### src/inc/wake_pm_regs.svh
// Register offsets, fields and constants of the wake block
`ifndef WAKE_PM_REGS_SVH
`define WAKE_PM_REGS_SVH
`define PMCS_OFS        8'h00
`define GCS_OFS         8'h04
`define WCFG_OFS        8'h08
`define SA0_OFS         8'h0C
`define SA1_OFS         8'h10
`define SA2_OFS         8'h14
`define PMCS_STATE_LSB  0
`define PMCS_EN_BIT     8
`define EVT_STAT_BIT    15
`define GCS_SAW_BIT     0
`define GCS_LP_BIT      1
`define GCS_ARM_BIT     2
`define WCFG_ADDR_BIT   0
`define WCFG_PAT_BIT    1
`define EE_WAKE_WORD    6'h0A
`define EE_WAKE_BIT     5
`define EE_SA_LAST      6'h02
`define SYNC_BYTE       8'hFF
`define SYNC_COUNT      3'h6
`define SA_COPIES_BYTES 7'h60
`define SA_BYTES        3'h6
`endif

### src/inc/wake_pm_pkg.sv
// Types shared by the wake block
package wake_pm_pkg;
  typedef enum logic [1:0] {
    PS_D0 = 2'h0, PS_D1 = 2'h1, PS_D2 = 2'h2, PS_D3 = 2'h3
  } pm_state_t;
  typedef enum logic [2:0] {
    SCAN_IDLE = 3'h1, SCAN_SYNC = 3'h2, SCAN_ADDR = 3'h4
  } scan_state_t;
endpackage

### src/design/station_addr_store.sv
// Three-word station address memory with registered read
`timescale 1ns/1ns
`include "wake_pm_regs.svh"
module station_addr_store (
  // Clock and reset
  input  wire logic        clk,
  input  wire logic        sys_rst,
  // Write port
  input  wire logic        wr_en,
  input  wire logic [1:0]  wr_word,
  input  wire logic [15:0] wr_data,
  // Read data
  output logic      [47:0] addr_q
);
  logic [15:0] mem_reg  [3];
  logic [15:0] mem_next [3];
  genvar g;
  generate
    for (g = 0; g < 3; g++) begin : word
      always_comb begin
        mem_next[g] = mem_reg[g];
        if (wr_en && wr_word == 2'(g)) begin
          mem_next[g] = wr_data;
        end
      end
      always_ff @(posedge clk or posedge sys_rst) begin
        if (sys_rst) begin
          mem_reg[g] <= 16'h0000;
        end else begin
          mem_reg[g] <= mem_next[g];
        end
      end
    end
  endgenerate
  // Read side registered so downstream timing starts at a flop
  always_ff @(posedge clk or posedge sys_rst) begin
    if (sys_rst) begin
      addr_q <= 48'h000000000000;
    end else begin
      addr_q <= {mem_reg[2], mem_reg[1], mem_reg[0]};
    end
  end
endmodule

### src/design/pattern_matcher.sv
// Scanner for six sync bytes then sixteen station address copies
`timescale 1ns/1ns
`include "wake_pm_regs.svh"
module pattern_matcher (
  // Clock and reset
  input  wire logic        clk,
  input  wire logic        sys_rst,
  // Received byte stream
  input  wire logic        rx_sof,
  input  wire logic        rx_valid,
  input  wire logic [7:0]  rx_data,
  input  wire logic        rx_eof,
  input  wire logic        rx_crc_ok,
  input  wire logic        addr_pass,
  input  wire logic [47:0] station_address,
  // One-cycle match pulse after a good frame end
  output logic             match
);
  wake_pm_pkg::scan_state_t st_reg, st_next;
  logic [2:0] cnt_reg, cnt_next;
  logic [6:0] idx_reg, idx_next;
  logic [2:0] sel_reg, sel_next;
  logic       found_reg, found_next;
  logic       match_next;

  function automatic logic [7:0] sa_byte(input logic [47:0] sa,
                                         input logic [2:0] sel);
    sa_byte = sa[{sel, 3'h0} +: 8];
  endfunction

  always_comb begin
    st_next    = st_reg;
    cnt_next   = cnt_reg;
    idx_next   = idx_reg;
    sel_next   = sel_reg;
    found_next = found_reg;
    match_next = rx_eof & found_reg & rx_crc_ok & addr_pass;
    if (rx_sof) begin
      st_next    = wake_pm_pkg::SCAN_IDLE;
      cnt_next   = 3'h0;
      found_next = 1'b0;
    end else if (rx_valid && !found_reg) begin
      case (st_reg)
        wake_pm_pkg::SCAN_ADDR: begin
          if (rx_data == sa_byte(station_address, sel_reg)) begin
            if (idx_reg == `SA_COPIES_BYTES - 7'h01) begin
              found_next = 1'b1;
              st_next    = wake_pm_pkg::SCAN_IDLE;
            end
            idx_next = idx_reg + 7'h01;
            sel_next = (sel_reg == `SA_BYTES - 3'h1) ? 3'h0 : sel_reg + 3'h1;
          end else begin
            // Broken copy: this byte may itself start a new sync run
            cnt_next = (rx_data == `SYNC_BYTE) ? 3'h1 : 3'h0;
            st_next  = (rx_data == `SYNC_BYTE) ? wake_pm_pkg::SCAN_SYNC
                                               : wake_pm_pkg::SCAN_IDLE;
          end
        end
        default: begin
          if (rx_data == `SYNC_BYTE) begin
            st_next  = wake_pm_pkg::SCAN_SYNC;
            cnt_next = (cnt_reg == `SYNC_COUNT) ? cnt_reg : cnt_reg + 3'h1;
          end else if (cnt_reg == `SYNC_COUNT &&
                       rx_data == sa_byte(station_address, 3'h0)) begin
            st_next  = wake_pm_pkg::SCAN_ADDR;
            idx_next = 7'h01;
            sel_next = 3'h1;
          end else begin
            st_next  = wake_pm_pkg::SCAN_IDLE;
            cnt_next = 3'h0;
          end
        end
      endcase
    end
  end

  always_ff @(posedge clk or posedge sys_rst) begin
    if (sys_rst) begin
      st_reg    <= wake_pm_pkg::SCAN_IDLE;
      cnt_reg   <= 3'h0;
      idx_reg   <= 7'h00;
      sel_reg   <= 3'h0;
      found_reg <= 1'b0;
      match     <= 1'b0;
    end else begin
      st_reg    <= st_next;
      cnt_reg   <= cnt_next;
      idx_reg   <= idx_next;
      sel_reg   <= sel_next;
      found_reg <= found_next;
      match     <= match_next;
    end
  end

  a_match_needs_crc: assert property (@(posedge clk) disable iff (sys_rst)
    match |-> $past(rx_eof) && $past(rx_crc_ok)
    && $past(addr_pass))
    else $error("match without good frame end");
endmodule

### src/design/wake_power_manager.sv
// Wake-frame detection and low-power control of the network controller
//
// Decided for this implementation: the placing of the registers and strobed register access.
`timescale 1ns/1ns
`include "wake_pm_regs.svh"
module wake_power_manager #(
  parameter bit EARLY_STEP = 1'b1
) (
  // Clock and reset
  input  wire logic        clk,
  input  wire logic        sys_rst,
  // Register port
  input  wire logic [7:0]  reg_addr,
  input  wire logic [31:0] reg_wdata,
  input  wire logic        reg_wr,
  input  wire logic        reg_rd,
  output logic      [31:0] reg_rdata,
  // EEPROM load stream
  input  wire logic        ee_valid,
  input  wire logic [5:0]  ee_word,
  input  wire logic [15:0] ee_data,
  input  wire logic        ee_done,
  // Receive stream and filter results
  input  wire logic        rx_sof,
  input  wire logic        rx_valid,
  input  wire logic [7:0]  rx_data,
  input  wire logic        rx_eof,
  input  wire logic        rx_crc_ok,
  input  wire logic        rx_addr_match,
  input  wire logic        rx_activity,
  // Low-power pin
  input  wire logic        flash_data_low_power_pin,
  // Power-management outputs
  output logic             pme_n,
  output logic             rx_to_memory,
  output logic             rx_drop,
  output logic             tx_enable,
  output logic             cmd_enable,
  output logic             bus_master_enable,
  output logic             irq_enable,
  output logic             pci_isolate,
  output logic             phy_low_power,
  output logic             activity_indicator_n
);
  wake_pm_pkg::pm_state_t pm_state_reg, pm_state_next;
  logic        wake_event_enable_reg, wake_event_enable_next;
  logic        evt_stat_reg, evt_stat_next;
  logic        cfg_addr_reg, cfg_addr_next;
  logic        cfg_pat_reg, cfg_pat_next;
  logic        standalone_wake_mode_reg, standalone_wake_mode_next;
  logic        armed_reg, armed_next;
  logic [31:0] rdata_next;
  logic        sa_we;
  logic [1:0]  sa_word;
  logic [15:0] sa_data;
  logic [47:0] station_address;
  logic        pat_match;
  logic        addr_hit;
  logic        wake_hit;
  logic        evt_set;
  logic        evt_clr;
  logic        low_power;
  logic        pin_lp;

  // Station address: EEPROM load wins over a bus write in the same cycle
  always_comb begin
    sa_we   = 1'b0;
    sa_word = 2'h0;
    sa_data = reg_wdata[15:0];
    if (ee_valid && ee_word <= `EE_SA_LAST) begin
      sa_we   = 1'b1;
      sa_word = ee_word[1:0];
      sa_data = ee_data;
    end else if (reg_wr) begin
      if (reg_addr == `SA0_OFS) begin
        sa_we   = 1'b1;
        sa_word = 2'h0;
      end else if (reg_addr == `SA1_OFS) begin
        sa_we   = 1'b1;
        sa_word = 2'h1;
      end else if (reg_addr == `SA2_OFS) begin
        sa_we   = 1'b1;
        sa_word = 2'h2;
      end
    end
  end

  station_addr_store u_sa (
    .clk     (clk),
    .sys_rst (sys_rst),
    .wr_en   (sa_we),
    .wr_word (sa_word),
    .wr_data (sa_data),
    .addr_q  (station_address)
  );

  pattern_matcher u_pm (
    .clk             (clk),
    .sys_rst         (sys_rst),
    .rx_sof          (rx_sof),
    .rx_valid        (rx_valid),
    .rx_data         (rx_data),
    .rx_eof          (rx_eof),
    .rx_crc_ok       (rx_crc_ok),
    .addr_pass       (rx_addr_match),
    .station_address (station_address),
    .match           (pat_match)
  );

  // Low-power condition
  always_comb begin
    pin_lp    = EARLY_STEP & standalone_wake_mode_reg
              & flash_data_low_power_pin;
    low_power = (pm_state_reg != wake_pm_pkg::PS_D0) | pin_lp;
  end

  // Wake qualification
  always_comb begin
    addr_hit = cfg_addr_reg & rx_eof & rx_crc_ok & rx_addr_match;
    wake_hit = addr_hit | (cfg_pat_reg & pat_match);
    // No state check here: D0 hits count too
    if (standalone_wake_mode_reg) begin
      evt_set = armed_reg & pat_match;
    end else begin
      evt_set = wake_event_enable_reg & wake_hit;
    end
    evt_clr = reg_wr && reg_wdata[`EVT_STAT_BIT] &&
              (reg_addr == `PMCS_OFS || reg_addr == `GCS_OFS);
  end

  // Control and status registers
  always_comb begin
    pm_state_next             = pm_state_reg;
    wake_event_enable_next    = wake_event_enable_reg;
    cfg_addr_next             = cfg_addr_reg;
    cfg_pat_next              = cfg_pat_reg;
    standalone_wake_mode_next = standalone_wake_mode_reg;
    armed_next                = armed_reg;
    // Set beats clear so an event in the clearing cycle survives
    evt_stat_next = evt_set | (evt_stat_reg & ~evt_clr);
    if (ee_valid && ee_word == `EE_WAKE_WORD) begin
      standalone_wake_mode_next = ee_data[`EE_WAKE_BIT];
    end
    if (ee_done && standalone_wake_mode_reg) begin
      armed_next = 1'b1;
    end
    if (reg_wr) begin
      if (reg_addr == `PMCS_OFS) begin
        pm_state_next = wake_pm_pkg::pm_state_t'(
          reg_wdata[`PMCS_STATE_LSB +: 2]);
        wake_event_enable_next = reg_wdata[`PMCS_EN_BIT];
      end else if (reg_addr == `WCFG_OFS) begin
        cfg_addr_next = reg_wdata[`WCFG_ADDR_BIT];
        cfg_pat_next  = reg_wdata[`WCFG_PAT_BIT];
      end
    end
  end

  // Read data, one cycle after the strobe; unmapped reads give zero
  always_comb begin
    rdata_next = 32'h00000000;
    if (reg_rd) begin
      if (reg_addr == `PMCS_OFS) begin
        rdata_next[`PMCS_STATE_LSB +: 2] = pm_state_reg;
        rdata_next[`PMCS_EN_BIT]         = wake_event_enable_reg;
        rdata_next[`EVT_STAT_BIT]        = evt_stat_reg;
      end else if (reg_addr == `GCS_OFS) begin
        rdata_next[`GCS_SAW_BIT]  = standalone_wake_mode_reg;
        rdata_next[`GCS_LP_BIT]   = low_power;
        rdata_next[`GCS_ARM_BIT]  = armed_reg;
        rdata_next[`EVT_STAT_BIT] = evt_stat_reg;
      end else if (reg_addr == `WCFG_OFS) begin
        rdata_next[`WCFG_ADDR_BIT] = cfg_addr_reg;
        rdata_next[`WCFG_PAT_BIT]  = cfg_pat_reg;
      end else if (reg_addr == `SA0_OFS) begin
        rdata_next[15:0] = station_address[15:0];
      end else if (reg_addr == `SA1_OFS) begin
        rdata_next[15:0] = station_address[31:16];
      end else if (reg_addr == `SA2_OFS) begin
        rdata_next[15:0] = station_address[47:32];
      end
    end
  end

  // Reset leaves D0 with all wake filtering off
  always_ff @(posedge clk or posedge sys_rst) begin
    if (sys_rst) begin
      pm_state_reg             <= wake_pm_pkg::PS_D0;
      wake_event_enable_reg    <= 1'b0;
      evt_stat_reg             <= 1'b0;
      cfg_addr_reg             <= 1'b0;
      cfg_pat_reg              <= 1'b0;
      standalone_wake_mode_reg <= 1'b0;
      armed_reg                <= 1'b0;
      reg_rdata                <= 32'h00000000;
    end else begin
      pm_state_reg             <= pm_state_next;
      wake_event_enable_reg    <= wake_event_enable_next;
      evt_stat_reg             <= evt_stat_next;
      cfg_addr_reg             <= cfg_addr_next;
      cfg_pat_reg              <= cfg_pat_next;
      standalone_wake_mode_reg <= standalone_wake_mode_next;
      armed_reg                <= armed_next;
      reg_rdata                <= rdata_next;
    end
  end

  // Pin outputs, all registered
  always_ff @(posedge clk or posedge sys_rst) begin
    if (sys_rst) begin
      pme_n                <= 1'b1;
      rx_to_memory         <= 1'b1;
      rx_drop              <= 1'b0;
      tx_enable            <= 1'b1;
      cmd_enable           <= 1'b1;
      bus_master_enable    <= 1'b1;
      irq_enable           <= 1'b1;
      pci_isolate          <= 1'b0;
      phy_low_power        <= 1'b0;
      activity_indicator_n <= 1'b1;
    end else begin
      pme_n             <= ~evt_stat_next;
      // Delivery is refused in low power yet reception continues
      rx_to_memory      <= ~low_power
                           & ~standalone_wake_mode_next;
      // Pattern frame is known only at its end, so it is flushed then
      rx_drop           <= pat_match;
      tx_enable         <= ~low_power;
      cmd_enable        <= ~low_power;
      bus_master_enable <= ~low_power;
      irq_enable        <= ~low_power;
      pci_isolate       <= low_power;
      phy_low_power     <= pin_lp;
      if (standalone_wake_mode_reg) begin
        activity_indicator_n <= ~(rx_eof & rx_crc_ok
                                  & rx_addr_match);
      end else begin
        activity_indicator_n <= ~rx_activity;
      end
    end
  end

  a_wake_gated_en: assert property (@(posedge clk) disable iff (sys_rst)
    $rose(evt_stat_reg) && !$past(standalone_wake_mode_reg)
    |-> $past(wake_event_enable_reg))
    else $error("wake status set with enable low");
  a_wake_in_d0: assert property (@(posedge clk) disable iff (sys_rst)
    !standalone_wake_mode_reg && wake_event_enable_reg && addr_hit
    |=> evt_stat_reg && !pme_n)
    else $error("enabled wake hit not signalled");
  a_status_holds: assert property (@(posedge clk) disable iff (sys_rst)
    evt_stat_reg && !evt_clr |=> evt_stat_reg)
    else $error("wake status dropped without clear");
  a_set_beats_clr: assert property (@(posedge clk) disable iff (sys_rst)
    evt_set && evt_clr |=> evt_stat_reg && !pme_n)
    else $error("event lost in clearing cycle");
  a_standalone_pme: assert property (@(posedge clk) disable iff (sys_rst)
    standalone_wake_mode_reg && armed_reg && pat_match
    |=> evt_stat_reg)
    else $error("standalone pattern did not raise status");
  a_ee_mode_bit: assert property (@(posedge clk) disable iff (sys_rst)
    ee_valid && ee_word == `EE_WAKE_WORD
    |=> standalone_wake_mode_reg == $past(ee_data[`EE_WAKE_BIT]))
    else $error("wake mode bit not taken from eeprom");
  a_lp_no_tx: assert property (@(posedge clk) disable iff (sys_rst)
    low_power |=> !tx_enable && !cmd_enable && !bus_master_enable
    && pci_isolate)
    else $error("activity allowed in low power");
  a_lp_no_rx_mem: assert property (@(posedge clk) disable iff (sys_rst)
    pm_state_reg != wake_pm_pkg::PS_D0 |=> !rx_to_memory)
    else $error("frame delivery in low power");
  a_pattern_drop: assert property (@(posedge clk) disable iff (sys_rst)
    pat_match |=> rx_drop)
    else $error("pattern frame not dropped");
  a_act_filtered: assert property (@(posedge clk) disable iff (sys_rst)
    standalone_wake_mode_reg && !rx_addr_match |=> activity_indicator_n)
    else $error("activity shown without filter hit");
endmodule

### config.mk
export PLATFORM = sky130hd
export DESIGN_NAME = wake_power_manager
export DESIGN_NICKNAME = d
export VERILOG_FILES = /design/src/inc/wake_pm_pkg.sv /design/src/design/station_addr_store.sv /design/src/design/pattern_matcher.sv /design/src/design/wake_power_manager.sv
export VERILOG_INCLUDE_DIRS = /design/src /design/src/inc
export SDC_FILE = /design/constraint.sdc
export NUM_CORES = 1
export LEC_CHECK = 0
export BUFFER_PORTS_ARGS = -buffer_cell sky130_fd_sc_hd__buf_2
export CORE_MARGIN = 4
export CORE_UTILIZATION = 25
export CTS_BUF_LIST = sky130_fd_sc_hd__clkbuf_8
export CTS_CLUSTER_DIAMETER = 150
export DETAILED_ROUTE_END_ITERATION = 8
export GPL_TIMING_DRIVEN = 0
export PLACE_DENSITY = 0.48
export SLEW_MARGIN = 20
export SYNTH_ARGS = -nofsm -noshare
export SYNTH_HDL_FRONTEND = slang
export SYNTH_SLANG_ARGS = --single-unit
### constraint.sdc
create_clock -name clk -period 5.75 [get_ports clk]
set_input_delay 0.575 -clock clk [delete_from_list [all_inputs] [get_ports clk]]
set_output_delay 0.575 -clock clk [all_outputs]
set_load 0.01 [all_outputs]
-- After elaboration in Yosys (flattened, before gate mapping)
Index checks and enable logic that the tools add are counted.
- output and inout bits: 42
- word-level logic and storage cells: 160
- bits in registers: 145
- reductions and logical operators: 26
- multiplexer cells: 58
- bitwise operators: 25
- equal/unequal tests: 21
- add/subtract/negate cells: 3
- order comparisons: 1
- shifts and indexed selects: 1
- operators by type and width (operator ; count):
    $mux 16 ; 5
    $mux 3 ; 20
    $shiftx 48x7->8 ; 1
    $mux 7 ; 4
    $mux 1 ; 17
    $eq 8x4->1 const B ; 2
    $eq 8x5->1 const B ; 2
    $eq 8x8->1 ; 2
    $mux 2 ; 8
    $and 1x1->1 ; 14
    $mux 14 ; 1
    $mux 12 ; 1
    $mux 6 ; 2
    $reduce_bool 2->1 ; 6
    $logic_and 1x1->1 ; 10
    $eq 3x3->1 const B ; 3
    $eq 8x3->1 const B ; 1
    $eq 8x8->1 const B ; 1
    $logic_not 8->1 ; 1
    $ne 4x4->1 const B ; 2
    $not 1->1 ; 8
    $reduce_and 4->1 ; 2
    $add 7x1->7 const B ; 1
    $eq 7x7->1 const B ; 1
    16 further kinds ; 20

-- Logic depth before layout (Yosys ltp)
- depth in word-level cells: 8
- depth in mapped cells: 10
- mapped depth without buffers: 8

-- Modules after synthesis
A second synthesis with hierarchy kept.
- cell total of the unflattened synthesis: 537
- area total of the unflattened synthesis: 6752.7 um^2
- modules (own cells, without submodules) (module ; times used ; sequential area each (um^2) ; area an instance (um^2) ; cells each):
    station_addr_store ; 1 ; 2402.3 ; 3020.4 ; 151
    wake_power_manager ; 1 ; 780.7 ; 1986.9 ; 195
    pattern_matcher ; 1 ; 451.7 ; 1745.4 ; 191

-- Worst setup path after synthesis
No wires, ideal clock.
- kind: input to register
- start point: in rx_data[0]
- end point: reg u_pm.st_reg[0]
- cell stages on the path: 8
- path slack: 3.202 ns
- buffers on the path: 1
- library setup time: 0.084 ns
- arrival time: 2.464 ns
- path through: clkbuf_1 > or3b_2 > mux2i_1 > o31a_1 > o21ai_1 > nor4_2 > mux2_2 > a221o_1
- cells in the longest elaborated chain, start to end: 7
- ends and longest elaborated chain (item ; line ; RTL):
    start, declared ; wake_power_manager.sv:26 ; input wire logic [7:0] rx_data,
    $eq 8x8->1 ; pattern_matcher.sv:64 ; rx_data == sa_byte(station_address, 3'h0)) begin
    $logic_and 1x1->1 ; pattern_matcher.sv:63 ; end else if (cnt_reg == `SYNC_COUNT &&
    $mux 3 ; pattern_matcher.sv:63 ;
    $mux 3 ; pattern_matcher.sv:60 ; if (rx_data == `SYNC_BYTE) begin
    $mux 3 ; pattern_matcher.sv:43 ; case (st_reg)
    $mux 3 ; pattern_matcher.sv:42 ; end else if (rx_valid && !found_reg) begin
    $mux 3 ; pattern_matcher.sv:38 ; if (rx_sof) begin
    end signal, assigned ; pattern_matcher.sv:79 ; st_reg <= wake_pm_pkg::SCAN_IDLE;
    end signal, assigned ; pattern_matcher.sv:86 ; st_reg <= st_next;
    end, declared ; pattern_matcher.sv:19 ; wake_pm_pkg::scan_state_t st_reg, st_next;
Several ways; a longest one is shown, not always the timed one. The select of a mux whose other input is x is not followed.
A chain may end at the register's enable or synchronous reset.

-- Worst setup path in the final report
- start point: in reg_addr[1]
- end point: reg u_sa.mem_reg[32] (netlist name)
- cells in the longest elaborated chain, start to end: 8
- ends and longest elaborated chain (item ; line ; RTL):
    start, declared ; wake_power_manager.sv:13 ; input wire logic [7:0] reg_addr,
    $eq 8x5->1 (no line) ; -- ;
    $mux 2 ; wake_power_manager.sv:81 ; end else if (reg_addr == `SA2_OFS) begin
    $mux 2 ; wake_power_manager.sv:78 ; end else if (reg_addr == `SA1_OFS) begin
    $mux 2 ; wake_power_manager.sv:75 ; if (reg_addr == `SA0_OFS) begin
    $mux 2 ; wake_power_manager.sv:74 ; end else if (reg_wr) begin
    $mux 2 ; wake_power_manager.sv:70 ; if (ee_valid && ee_word <= `EE_SA_LAST) begin
    $logic_not 2->1 ; station_addr_store.sv:22 ; if (wr_en && wr_word == 2'(g)) begin
    $logic_and 1x1->1 (*) ; station_addr_store.sv:22 ;
    end signal, assigned by index ; station_addr_store.sv:30 ; mem_reg[g] <= mem_next[g];
    end, declared ; station_addr_store.sv:15 ; logic [15:0] mem_reg [3];
Mark *: on every way between the ends. The rest lies on a longest branch, timed or not.

==> results.py <==
metrics = {
    "synthesis": {
        "seq_area_frac_synth_pct": 56.0,
        "ys_top_cells_by_count": "dfrtp_1, nor2_1, a21oi_1, mux2i_1, clkbuf_1",
        "netlist_instances": 598,
        "netlist_area_sq_mm": 0.00649,
        "synth-seq-cells": 145,
        "synth_ff_type": "dfrtp_1",
        "synth_area_per_cell_sq_um": 10.9,
        "synthTopCellsByArea": "dfrtp_1, mux2i_1, a21oi_1",
        "yosys.area.top_type": "dfrtp_1",
        "synth.most_common_cell": "dfrtp_1",
        "synth.distinct_cells": 63,
        "ys_warn_count": 0,
        "synth_enable_flop_cells": 0,
        "async_reset_ff_share_pct": 100,
        "synth_top_area_share_pct": 53.9,
    },
    "grt": {
        "use_met1_pct": 18.6,
        "grt_start_max_net_pins": 104,
        "first_global_vias": 4805,
        "use_met2_pct": 20.6,
        "overflow": 0,
        "track_usage_pct": 13.1,
        "use_met3_pct": 2.14,
        "antenna_found_initial": 0,
        "top_usage_layer": "met2",
        "grt_pass1_wl_microns": 28500,
    },
    "cts": {
        "clk_latency_ns": 0.45,
        "cts_tree": "done",
        "clkSinkCount": 145,
        "clkSlewWorstSetupHoldPaths_ns": 0.08,
        "cts-htree-levels": 4,
        "cts_resized": 0,
        "clock_path_buffers": 2,
        "cts_hold_buf": 0,
        "cts_made_buffers": 17,
        "root_buffer": "clkbuf_8",
        "post-cts-setup-buffer-count": 0,
    },
    "power_and_ir_drop": {
        "peakVddDrop_v": 0.000153,
        "power.leakage_nw": 3.69,
        "p_per_area_mw_per_mm2": 320,
    },
    "die": {
        "dieArea_sq_mm": 0.0286,
        "initial_core_util_pct": 25.6,
        "fp.dieW_microns": 169,
        "ioPinCount": 125,
        "rows": 58,
        "die_h_microns": 169,
        "core_region_area_sq_mm": 0.0254,
    },
    "critical_path": {
        "worstPathCellList": "buf_2 -> nor3_1 -> nand2_1 -> nor3_1 -> nand2_1 -> o32ai_1 -> clkbuf_1 -> nor2_1 -> a21oi_1",
        "worstSetupStartpoint": "reg_addr[1]",
        "critical_path_class": "input port to flop",
        "crit_arrival_ns": 3.46,
        "endpoint_kind": "flop",
        "cpMaxStageDelayCell": "nor3_1",
        "max_stage_delay_ns": 0.82,
        "crit_required_ns": 6.13,
        "critPathMaxFanout": 10,
        "worst_setup_path_start_kind": "input port",
        "r2r-start": "u_pm.sel_reg[0]",
    },
    "placed_design": {
        "dp_slack_ns": 2.17,
        "io_buffers": 86,
        "hpwl_microns": 13900,
        "dp_cells": 1030,
        "place_congestion": 0.806,
    },
    "drt": {
        "drc_errors": 0,
        "wl_microns": 18500,
        "dr.pass1.iters": 4,
        "vias": 4833,
        "post_drt_wl_per_cell_microns": 17.4,
        "postRouteAntennaNets": 0,
        "via_per_inst": 4.55,
        "drt_iter0_markers": 415,
    },
    "timing": {
        "worst_slew_pin_slew_ns": 1.09,
        "setup-violations-final": 0,
        "min_period_ns": 3.09,
        "period_share_pct": 53.7,
        "relSlewSlack_pct": 26.7,
        "final_hold_viol_count": 0,
        "maxSlewViolCount": 0,
        "worst_slack_ns": 2.66,
        "fin_skew_ns": 0.0146,
        "rsz0062_at_grt": "no",
        "fmax_mhz": 324,
    },
    "flow_run": {
        "cap_viol_max_count": 0,
    },
    "run_status": {
        "status": "finished, final reports clean",
    },
    "finish": {
        "n_antenna_cell": 0,
        "nNetsFinal": 805,
        "finalNonFillerCells": 1062,
        "drive_gt1_share_pct": 23.5,
        "nFillCells": 2689,
        "area_growth_pct": 20.8,
        "fin_util_pct": 30.9,
    },
    "hold_path": {
        "min_path_type": "input port to asynchronous set/reset pin",
    },
}
==> power by group <==
part / internal [mW] / switching, mW / total [mW] / leakage, nW
registers: 1.20 / 0.138 / 1.34 / 1.83
logic: 0.153 / 0.165 / 0.318 / 1.65
clock network: 0.435 / 0.418 / 0.853 / 0.212
total: 1.79 / 0.721 / 2.51 / 3.69
==> area by class of cell <==
type / instances / area, sq um / area share [%]
Timing Repair Buffer: 87 / 458 / 5.84
Buffer: 52 / 287 / 3.65
Clock buffer: 17 / 234 / 2.98
Clock inverter: 15 / 181 / 2.31
Inverter: 14 / 60.1 / 0.766
Tap cell: 330 / 413 / 5.26
Multi-Input combinational cell: 402 / 2580 / 32.9
Sequential cell: 145 / 3630 / 46.3
==> stage by stage <==
stage | power (mW) | area (sq um) | hold slack [ns] | TNS, ns
after floorplan | 1.53 | 6550 | 0.354 | 0
after global placement | 1.67 | 7390 | 0.357 | -70.40
after detailed placement | 1.68 | 7430 | 0.360 | 0
after CTS | 2.54 | 7850 | 0.0994 | 0
after global routing | 2.65 | 7850 | 0.106 | 0
final | 2.51 | 7850 | 0.106 | 0
==> final timing paths <==
path / endpoint / slack [ns] / cells after the start
max: u_sa.mem_reg[32] / 2.66 / 9
min: standalone_wake_mode_reg / 0.11 / 2
max reg2reg: u_pm.st_reg[0] / 2.77 / 8
min reg2reg: u_sa.addr_q[32] / 0.38 / 0
max in group asynchronous: u_sa.addr_q[44] / 4.84 / 3
min in group clk: activity_indicator_n / 0.26 / 2
==> kinds of logic after synthesis <==
kind of cell	synth area share, %
simple gates	12.9
flops	56.0
compound gates	13.7
buf+inv	5.22
mux	9.00
xor+xnor	2.56
fa+ha+maj	0.578
other cells	0.0577
==> layout by cell type (no fill, tap or decap), types with 17 or more instances in the layout <==
| cell type | instances |
|---|---|
| nand2_1 | 20 |
| nor3_1 | 24 |
| clkbuf_1 | 25 |
| mux2i_1 | 37 |
| dfrtp_1 | 140 |
| buf_2 | 90 |
| clkbuf_8 | 17 |
| buf_4 | 21 |
| nor2_1 | 75 |
| a21oi_1 | 71 |
==> worst max-delay path: cells and delay by family <==
kind | cells | cell delay [ns]
buffers and inverters | 2 | 0.61
AOI/OAI and AO/OA | 2 | 0.67
and+or+nand+nor | 5 | 1.60
==> layer usage <==
metal / vias up / wire length [microns]
met5: - / 0
met4: 0 / 235
met3: 16 / 693
met2: 94 / 8710
met1: 2381 / 8860
li1: 2342 / -
Note: power is estimated with default switching activity, not from simulation.
